**src/logic/dpr_pkg.sv**
```systemverilog
// Package of constants and types for the debug power request block
// Contract
// [RQ1] Debugger raises the power request before touching any access port.
// [RQ2] Power request during system-off wakes device and sets debug wake flag.
// [RQ3] Device stays in debug interface mode while the request is held.
// [RQ4] Dropping the request returns the device to normal mode at once. The code leaves debug mode three ref_clk cycles after the request falls.
// [RQ5] Debugger drops its request when the session ends, to save power.
// [RQ6] While halted, higher priority interrupts still run to completion.
// [RQ7] Power manager starts, stops and picks regulator and clock modes itself.
// [RQ8] Power request is synchronised to the system clock before use.
package dpr_pkg;
   localparam int unsigned CLK_MHZ       = 200;
   localparam int unsigned WAKE_TIME_NS  = 1000;
   localparam int unsigned WAKE_CYCLES   =
      (WAKE_TIME_NS * CLK_MHZ + 999) / 1000;
   localparam int unsigned SYNC_STAGES   = 2;
   localparam int unsigned PRIO_BITS     = 3;
   localparam int unsigned NUM_COMP      = 4;
   localparam int unsigned LP_THRESHOLD  = 1;
   localparam logic        WAKE_FLAG_RST = 1'b0;
   localparam logic        MODE_RST      = 1'b0;

   typedef enum logic [1:0] {
      DPR_ST_ON   = 2'b00,
      DPR_ST_OFF  = 2'b01,
      DPR_ST_WAKE = 2'b11
   } dpr_state_t;
endpackage

```
**src/logic/dpr_sync_if.sv**
```systemverilog
// Carrier for synchronised pin levels between the synchroniser and the core
interface dpr_sync_if;
   logic raw_power_request;
   logic raw_wake_pin;
   logic power_request;
   logic wake_pin;
   modport sync (input raw_power_request, input raw_wake_pin,
                 output power_request, output wake_pin);
   modport core (output raw_power_request, output raw_wake_pin,
                 input power_request, input wake_pin);
endinterface

```
**src/logic/dpr_top.sv**
```systemverilog
// Debug power request mode, system-off wake and automatic power manager
module dpr_top #(
   parameter int unsigned PRIO_BITS = dpr_pkg::PRIO_BITS,
   parameter int unsigned NUM_COMP  = dpr_pkg::NUM_COMP
) (
   input  wire logic                 ref_clk,
   input  wire logic                 rst_n,
   input  wire logic                 debug_power_request,
   input  wire logic                 wake_detect_pin,
   input  wire logic                 system_off_req,
   input  wire logic                 debug_wake_flag_clear,
   input  wire logic                 halt_req,
   input  wire logic                 resume_req,
   input  wire logic [PRIO_BITS-1:0] exec_priority,
   input  wire logic                 irq_pending,
   input  wire logic [PRIO_BITS-1:0] irq_priority,
   input  wire logic [NUM_COMP-1:0]  comp_clock_req,
   input  wire logic [NUM_COMP-1:0]  comp_supply_req,
   output logic                      system_on,
   output logic                      debug_mode,
   output logic                      debug_power_ack,
   output logic                      debug_wake_flag,
   output logic                      core_halted,
   output logic                      irq_service_grant,
   output logic                      regulator_on,
   output logic                      regulator_low_power,
   output logic                      hf_clock_on
);
   localparam int unsigned WAKE_W = $clog2(dpr_pkg::WAKE_CYCLES + 1);
   localparam logic [WAKE_W-1:0] WAKE_LAST =
      WAKE_W'(dpr_pkg::WAKE_CYCLES - 1);
   localparam int unsigned CNT_W = $clog2(NUM_COMP + 1);
   localparam logic [CNT_W-1:0] LP_MAX = CNT_W'(dpr_pkg::LP_THRESHOLD);

   dpr_sync_if pins ();
   assign pins.raw_power_request = debug_power_request;
   assign pins.raw_wake_pin      = wake_detect_pin;

   dpr_sync u_sync (
      .ref_clk (ref_clk),
      .rst_n   (rst_n),
      .pins    (pins)
   );

   dpr_pkg::dpr_state_t state;
   dpr_pkg::dpr_state_t next_state;
   logic [WAKE_W-1:0]   wake_count;
   logic                dbg_req;
   logic [PRIO_BITS-1:0] halt_priority;
   logic [CNT_W-1:0]    active_count;

   assign dbg_req = pins.power_request;

   // System-off state: wake by debug request or wake pin
   always_comb begin
      next_state = state;
      unique case (state)
         dpr_pkg::DPR_ST_ON: begin
            if (system_off_req && !dbg_req) begin
               next_state = dpr_pkg::DPR_ST_OFF;
            end
         end
         dpr_pkg::DPR_ST_OFF: begin
            if (dbg_req || pins.wake_pin) begin
               next_state = dpr_pkg::DPR_ST_WAKE; // RQ2
            end
         end
         dpr_pkg::DPR_ST_WAKE: begin
            if (wake_count == WAKE_LAST) begin
               next_state = dpr_pkg::DPR_ST_ON;
            end
         end
         default: next_state = dpr_pkg::DPR_ST_OFF;
      endcase
   end

   always_ff @(posedge ref_clk or negedge rst_n) begin
      if (!rst_n) begin
         state <= dpr_pkg::DPR_ST_ON;
      end else begin
         state <= next_state;
      end
   end

   // Wake-up delay counter
   always_ff @(posedge ref_clk or negedge rst_n) begin
      if (!rst_n) begin
         wake_count <= '0;
      end else if (state == dpr_pkg::DPR_ST_WAKE) begin
         wake_count <= wake_count + WAKE_W'(1);
      end else begin
         wake_count <= '0;
      end
   end

   // Sticky wake cause flag, set wins over clear
   always_ff @(posedge ref_clk or negedge rst_n) begin
      if (!rst_n) begin
         debug_wake_flag <= dpr_pkg::WAKE_FLAG_RST;
      end else if (state == dpr_pkg::DPR_ST_OFF && dbg_req) begin
         debug_wake_flag <= 1'b1; // RQ2
      end else if (debug_wake_flag_clear) begin
         debug_wake_flag <= 1'b0;
      end
   end

   // Debug interface mode follows the held request while powered
   always_ff @(posedge ref_clk or negedge rst_n) begin
      if (!rst_n) begin
         debug_mode      <= dpr_pkg::MODE_RST;
         debug_power_ack <= 1'b0;
         system_on       <= 1'b1;
      end else begin
         system_on       <= (next_state == dpr_pkg::DPR_ST_ON);
         debug_mode      <= dbg_req
                            && next_state == dpr_pkg::DPR_ST_ON; // RQ3 RQ4
         // Ack gates access port traffic until power is granted
         debug_power_ack <= dbg_req
                            && next_state == dpr_pkg::DPR_ST_ON; // RQ1 RQ5
      end
   end

   // Halt tracking and real-time interrupt service
   always_ff @(posedge ref_clk or negedge rst_n) begin
      if (!rst_n) begin
         core_halted   <= 1'b0;
         halt_priority <= '0;
      end else if (!debug_mode || resume_req) begin
         core_halted   <= 1'b0;
      end else if (halt_req && !core_halted) begin
         core_halted   <= 1'b1;
         halt_priority <= exec_priority;
      end
   end

   always_ff @(posedge ref_clk or negedge rst_n) begin
      if (!rst_n) begin
         irq_service_grant <= 1'b0;
      end else begin
         // Lower number means higher priority
         irq_service_grant <= irq_pending
            && (!core_halted || irq_priority < halt_priority); // RQ6
      end
   end

   // Automatic regulator and clock control
   always_comb begin
      active_count = '0;
      for (int i = 0; i < NUM_COMP; i++) begin
         active_count = active_count + CNT_W'(comp_supply_req[i]);
      end
   end

   always_ff @(posedge ref_clk or negedge rst_n) begin
      if (!rst_n) begin
         regulator_on        <= 1'b1;
         regulator_low_power <= 1'b0;
         hf_clock_on         <= 1'b0;
      end else if (next_state != dpr_pkg::DPR_ST_ON) begin
         regulator_on        <= next_state == dpr_pkg::DPR_ST_WAKE;
         regulator_low_power <= 1'b0;
         hf_clock_on         <= 1'b0;
      end else begin
         regulator_on        <= 1'b1; // RQ7
         regulator_low_power <= !dbg_req
                                && active_count <= LP_MAX; // RQ7
         hf_clock_on         <= dbg_req || |comp_clock_req; // RQ7
      end
   end
endmodule // dpr_top

```
**src/logic/dpr_sync.sv**
```systemverilog
// Two-stage synchroniser for the asynchronous pin levels
module dpr_sync (
   input wire logic ref_clk,
   input wire logic rst_n,
   dpr_sync_if.sync pins
);
   logic [1:0] stage1;
   logic [1:0] stage2;

   always_ff @(posedge ref_clk or negedge rst_n) begin
      if (!rst_n) begin
         stage1 <= 2'h0;
         stage2 <= 2'h0;
      end else begin
         stage1 <= {pins.raw_wake_pin, pins.raw_power_request}; // RQ8
         stage2 <= stage1;
      end
   end

   assign pins.power_request = stage2[0];
   assign pins.wake_pin      = stage2[1];
endmodule // dpr_sync

```
**config.mk**
```make
export PLATFORM = sky130hd
export DESIGN_NAME = dpr_top
export DESIGN_NICKNAME = d
export VERILOG_FILES = /design/src/logic/dpr_pkg.sv /design/src/logic/dpr_sync_if.sv /design/src/logic/dpr_top.sv /design/src/logic/dpr_sync.sv
export SDC_FILE = /design/constraint.sdc
export NUM_CORES = 1
export LEC_CHECK = 0
export ABC_AREA = 1
export BUFFER_PORTS_ARGS = -buffer_cell sky130_fd_sc_hd__buf_2
export CAP_MARGIN = 30
export CORE_UTILIZATION = 53
export CTS_CLUSTER_SIZE = 8
export DETAILED_ROUTE_END_ITERATION = 10
export PLACE_DENSITY_LB_ADDON = 0.2
export SYNTH_ARGS = -nofsm -noshare
export SYNTH_HDL_FRONTEND = slang
export SYNTH_SLANG_ARGS = --single-unit
```
**constraint.sdc**
```tcl
create_clock -name ref_clk -period 3.08 [get_ports ref_clk]
set_input_delay 0.462 -clock ref_clk [delete_from_list [all_inputs] [get_ports ref_clk]]
set_output_delay 0.462 -clock ref_clk [all_outputs]
set_load 0.01 [all_outputs]
```
==> impl_metrics.tcl, run 1 <==
set metrics [dict create \
    drt_pass1_iterations 3 \
    slew_headroom_pct 65.4 \
    antenna_found_initial 0 \
    multi_input_area_um2 387 \
    cts_resized 0 \
    synth_area_leaders "dfrtp_1 52%, inv_1 6.4%, nand2_1 6.4%, nor2_1 5.8%, dfstp_2 4.8%" \
    post-synth-top-area-cell "dfrtp_1" \
    cts_buffer_depth 2 \
    finalSetupViolations 0 \
    fp.dieArea_um2 2270 \
    yosys.area.top_type_share_pct 52.0 \
    worstSetupEndpointType "flip-flop" \
    ios 32 \
    max_cap_viol_count 0 \
    grtUsageMet3_pct 3.40 \
    path_max_fanout 3 \
    clk-insertion-delay-late_ns 0.31 \
    required_ns 3.32 \
    grt_remaining_overflow 0 \
    start_util_pct 56.4 \
    r2r_slack_ns 1.57 \
    vdd_drop_max_mv 0.445 \
    die_h_um 47.7 \
    wl_per_cell_um 10.3 \
    nFillCells 180 \
    yosysSeqAreaShare_pct 56.8 \
    synth-seq-cells 25 \
    grtUsageMet1_pct 25.5 \
    die_w_um 47.7 \
    p_leak_nw 0.720 \
    drc 0 \
    cts_tree "built" \
    worst_slack_ns 1.57 \
    grt_max_degree 26 \
    diodes 0 \
    setup_tns_ns 0 \
    rsz0062_at_grt "false" \
    gr-usage-met2_pct 31.6 \
    areaGrowthSynthToFinish_pct 18.9 \
    layout.nets 181 \
    drive_gt1_share_pct 30.3 \
    critPathLaunchType "flip-flop" \
    cts_setup_buffers 0 \
    core_area_um2 1960 \
    period_minus_slack_ns 1.51 \
    timing_worst_setup_path_type "flip-flop to flip-flop" \
    switching_share_pct 32.0 \
    synthArstFlopShare_pct 100 \
    path_clk_slew_ns 0.13 \
    grt_usage_pct 18.9 \
    cp.arrival_ns 1.76 \
    cts_htree_levels 1 \
    hold_viol_final 0 \
    num_vias 838 \
    place_ws_ns 1.59 \
    synth_cell_type_count 23 \
    r2r-start "wake_count[0]$_DFF_PN0_" \
    power_density_nw_per_um2 556 \
    yosys_warnings 0 \
    utilization_pct 67.0 \
    postRouteAntennaNets 0 \
    synth_cells 118 \
    root_buffer "clkbuf_4" \
    combPwrFrac_pct 24.3 \
    hpwl_mm 1.47 \
    port_buffers 31 \
    syn-cell-area_um2 1110 \
    power_frac_seq_pct 56.2 \
    holdBufCountCts 0 \
    period_share_pct 49.2 \
    place_area_um2 1290 \
    wirelength_mm 1.85 \
    hold_ws_ns 0.0991 \
    hp-class "input pin to asynchronous set/reset pin" \
    syn-num-nets 146 \
    syn-mean-instance-area_um2 9.37 \
    tritoncts_num_sinks 25 \
    synth_edf_count 0 \
    ys_top_cells_by_count "23 x dfrtp_1, 19 x inv_1, 19 x nand2_1, 17 x nor2_1, 10 x a21oi_1" \
    power_switching_mw 0.234 \
    rows 16 \
    regArea_um2 628 \
    power_frac_clock_pct 19.5 \
    skew_ns 0.00341 \
    worst_slew_pin_slew_ns 0.518 \
    numCtsBuffers 3 \
    final_area_um2 1320 \
    status "complete, no violations" \
    grt_pass1_vias 750 \
    busiest_layer "met2" \
    yosysMostFrequentCell "dfrtp_1" \
    cp-startpoint "wake_count[0]$_DFF_PN0_" \
    slew_violations 0 \
    grt_first_pass_wirelength_mm 2.98 \
    synth_flop_cell "dfrtp_1" \
    fmax_ghz 0.660 \
    vias_per_cell 4.68 \
    p_int_mw 0.498 \
    drt_iter0_markers 10 \
    gp_congestion 0.770 \
]
worst max-delay path: stages (launching register included):
cell	delay [ns]
dfrtp_1	0.39
ha_1	0.20
nand2_2	0.09
nor2_4	0.13
nand2_2	0.07
a21oi_4	0.14
ha_1	0.20
nand3_1	0.09
a21oi_1	0.13
final timing paths:
| kind | endpoint | depth (start not counted) |
|---|---|---|
| setup reg to reg | regulator_low_power$_DFF_PN0_ | 8 |
| max in group asynchronous | regulator_on$_DFF_PN1_ | 1 |
| hold / removal | wake_count[7]$_DFF_PN0_ | 1 |
| setup / recovery | regulator_low_power$_DFF_PN0_ | 8 |
| min in group ref_clk | u_sync.stage1[0]$_DFF_PN0_ | 1 |
| hold reg to reg | u_sync.stage2[1]$_DFF_PN0_ | 0 |
layout make-up:
class | count | share of cell area (%)
clock buffers | 3 | 1.71
clock inverters | 1 | 0.381
inverters | 22 | 6.37
multi-input cells | 70 | 29.4
flip-flops and latches | 25 | 47.8
well taps | 27 | 2.57
repair buffers | 31 | 11.8
metrics by stage:
stage	power [mW]	std cells
2_1_floorplan	0.541	118
3_3_place_gp	0.587	175
3_5_place_dp	0.597	175
4_1_cts	0.740	179
5_1_grt	0.786	179
6_report	0.732	179
state kept, by name (all words and copies together) (netlist names):
| signal | flops |
|---|---|
| halt_priority | 3 |
| debug_power_ack | 1 |
| debug_wake_flag | 1 |
| regulator_low_power | 1 |
| irq_service_grant | 1 |
| hf_clock_on | 1 |
| wake_count | 8 |
| regulator_on | 1 |
| u_sync.stage1 | 2 |
| u_sync.stage2 | 2 |
| state | 2 |
| system_on | 1 |
| core_halted | 1 |
power groups by stage:
stage / Sequential (mW) / Clock (mW) / Combinational [mW]
2_1_floorplan: 0.414 / 0 / 0.127
6_report: 0.411 / 0.143 / 0.178
3_5_place_dp: 0.418 / 0 / 0.179
4_1_cts: 0.412 / 0.148 / 0.180
5_1_grt: 0.419 / 0.161 / 0.205
3_3_place_gp: 0.415 / 0 / 0.171
cells in the final DEF, fill, tap and decap left out, types with 2 or more instances in the layout:
| master | n |
|---|---|
| buf_2 | 31 |
| dfrtp_1 | 23 |
| inv_1 | 19 |
| nand2_1 | 19 |
| nor2_1 | 17 |
| a21oi_1 | 10 |
| nand3_1 | 5 |
| ha_1 | 4 |
| o21ai_0 | 3 |
| clkbuf_4 | 3 |
| nand2_2 | 2 |
| inv_2 | 2 |
| clkinv_2 | 2 |
| dfstp_2 | 2 |
layer usage:
layer | routed length (um) | share of wire (%)
met1 | 826 | 45
met2 | 936 | 51
met3 | 66 | 3.6
met4 | 19 | 1.0
met5 | 0 | 0
kinds of logic after synthesis:
kind of cell,count (synthesis),share of synthesized area (%)
buf+inv,23,8.26
flops,25,56.8
compound gates,17,9.28
fa+ha+maj,5,6.34
simple gates,48,19.3
No activity file was read; power rests on OpenSTA's default activity.
==> run 2: changes to the inputs <==
--- a/config.mk
+++ b/config.mk
@@ -8,7 +8,7 @@
 export ABC_AREA = 1
 export BUFFER_PORTS_ARGS = -buffer_cell sky130_fd_sc_hd__buf_2
 export CAP_MARGIN = 30
-export CORE_UTILIZATION = 53
+export CORE_UTILIZATION = 50
 export CTS_CLUSTER_SIZE = 8
 export DETAILED_ROUTE_END_ITERATION = 10
 export PLACE_DENSITY_LB_ADDON = 0.2
==> constraint.sdc (replaced) <==
create_clock -name ref_clk -period 1.44 [get_ports ref_clk]
set_input_delay 0.216 -clock ref_clk [delete_from_list [all_inputs] [get_ports ref_clk]]
set_output_delay 0.216 -clock ref_clk [all_outputs]
set_load 0.01 [all_outputs]
==> impl_metrics.tcl, run 2 (synthesis results as in run 1) <==
set metrics [dict create \
    final_cell_mix "31 x buf_2, 23 x dfrtp_1, 19 x inv_1, 17 x nand2_1, 17 x nor2_1" \
    drt_iter0_markers 9 \
    num_vias 873 \
    fmax_ghz 0.721 \
    critPathTopFamily "flip-flops" \
    hp-class "input pin to flip-flop" \
    cp_slowest_cell "dfrtp_1" \
    grt_pass1_vias 839 \
    wl_met1_um 869 \
    diodes 0 \
    core_area_um2 2020 \
    ios 32 \
    vdd_drop_max_mv 1.29 \
    p_leak_nw 0.759 \
    worst_slew_pin_slew_ns 0.535 \
    final_common_cell "buf_2" \
    numCtsBuffers 3 \
    nFillCells 161 \
    place_area_um2 1290 \
    status "complete, no violations" \
    timing_worst_setup_path_type "flip-flop to flip-flop" \
    power_density_nw_per_um2 1190 \
    cts_htree_levels 1 \
    grt_first_pass_wirelength_mm 3.32 \
    fin_cells 187 \
    required_ns 1.70 \
    multi_input_area_um2 430 \
    start_util_pct 54.7 \
    drt_pass1_iterations 4 \
    slew_headroom_pct 64.3 \
    period_minus_slack_ns 1.39 \
    vias_per_cell 4.67 \
    fp.dieArea_um2 2400 \
    critPathLaunchType "flip-flop" \
    drive_gt1_share_pct 35.6 \
    cts_buffer_depth 2 \
    path_clk_slew_ns 0.12 \
    hp-start "comp_supply_req[2]" \
    die_w_um 49.0 \
    drc 0 \
    timing.rr.end "regulator_low_power$_DFF_PN0_" \
    layout.nets 189 \
    postRouteAntennaNets 0 \
    worstRegToRegCells 8 \
    tritoncts_num_sinks 25 \
    antenna_found_initial 0 \
    rows 16 \
    skew_ns 0.0160 \
    regArea_um2 628 \
    die_h_um 49.0 \
    gp_congestion 0.773 \
    hold_viol_final 0 \
    finalSetupViolations 0 \
    cpPeakStageDelay_ns 0.42 \
    r2r-start "wake_count[1]$_DFF_PN0_" \
    top_layer_used "met4" \
    largest_reg_flops 8 \
    root_buffer "clkbuf_4" \
    regMostFlops "wake_count" \
    place_ws_ns -0.0308 \
    worst_slack_ns 0.0536 \
    route.met3.wl_um 94 \
    hpwl_mm 1.38 \
    setup_tns_ns 0 \
    wl_met2_um 942 \
    reg_top3 "wake_count: 8 flops, halt_priority: 3 flops" \
    wirelength_mm 1.93 \
    grt_usage_pct 18.2 \
    dp.cells 176 \
    clk-insertion-delay-late_ns 0.33 \
    holdPathStages 2 \
    areaGrowthSynthToFinish_pct 29.2 \
    r2r_slack_ns 0.05 \
    slew_violations 0 \
    final_area_um2 1430 \
    cp.arrival_ns 1.64 \
    crit_top_cell "ha_4" \
    wl_per_cell_um 10.3 \
    port_buffers 31 \
    max_cap_viol_count 0 \
    worstSetupEndpointType "flip-flop" \
    period_share_pct 96.3 \
    path_max_fanout 3 \
    cp_cell_sequence "ha_4 -> nand2_4 -> nor2_4 -> nand2_2 -> a21oi_4 -> ha_4 -> nand3_2 -> a21oi_2" \
    critical_path_buf_inv_count 0 \
    hold_end "regulator_low_power$_DFF_PN0_" \
    cts_tree "built" \
    grt_max_degree 26 \
    grt_remaining_overflow 0 \
]
==> run 2: cell type report <==
type	count	area share, %
clock inverters	1	0.525
repair buffers	39	15.6
inverters	22	5.87
flip-flops and latches	25	44.0
clock buffers	3	1.58
multi-input cells	70	30.1
well taps	27	2.36
==> run 2: worst max-delay path by stage <==
stage	endpoint	cells after the start	slack, ns	start
floorplan	regulator_low_power$_DFF_PN0_	8	0.1	wake_count[0]$_DFF_PN0_
global placement	regulator_low_power$_DFF_PN0_	8	0.04	wake_count[0]$_DFF_PN0_
detailed placement	regulator_low_power$_DFF_PN0_	8	-0.03	wake_count[0]$_DFF_PN0_
CTS	regulator_low_power$_DFF_PN0_	8	0.01	wake_count[1]$_DFF_PN0_
global route	regulator_low_power$_DFF_PN0_	8	-0.03	wake_count[1]$_DFF_PN0_
finish	regulator_low_power$_DFF_PN0_	8	0.05	wake_count[1]$_DFF_PN0_
==> run 2: per-layer routing <==
layer	GRT usage (%)	up-vias
li1	-	450
met3	5.92	4
met1	21.2	397
met2	31.7	22
met4	5.88	0
met5	0	-
==> run 2: repair_timing <==
| action | 4_1_cts | 5_1_grt |
|---|---|---|
| hold buffers | 3 | 0 |
| buffers inserted | 2 | 2 |
| pin swaps | 3 | 0 |
| hold endpoints to repair | 25 | 0 |
| gates cloned | 0 | 0 |
| setup endpoints to repair | 1 | 2 |
| gates resized for setup | 2 | 7 |
==> run 2: stage by stage <==
| stage | power [mW] | util, % | hold WS (ns) |
|---|---|---|---|
| 3_5_place_dp | 1.28 | 64.0 | 0.229 |
| 2_1_floorplan | 1.16 | - | -0.0796 |
| 4_1_cts | 1.63 | 68.0 | 0.0302 |
| 3_3_place_gp | 1.26 | 64.0 | 0.226 |
| 6_report | 1.71 | 70.7 | 0.0515 |
| 5_1_grt | 1.83 | 70.7 | 0.0299 |
==> run 2: where the power goes <==
group	total [mW]	internal, mW	leakage (nW)	switching (mW)
clock network	0.314	0.106	0.0139	0.208
logic	0.501	0.240	0.441	0.261
registers	0.891	0.810	0.303	0.0806
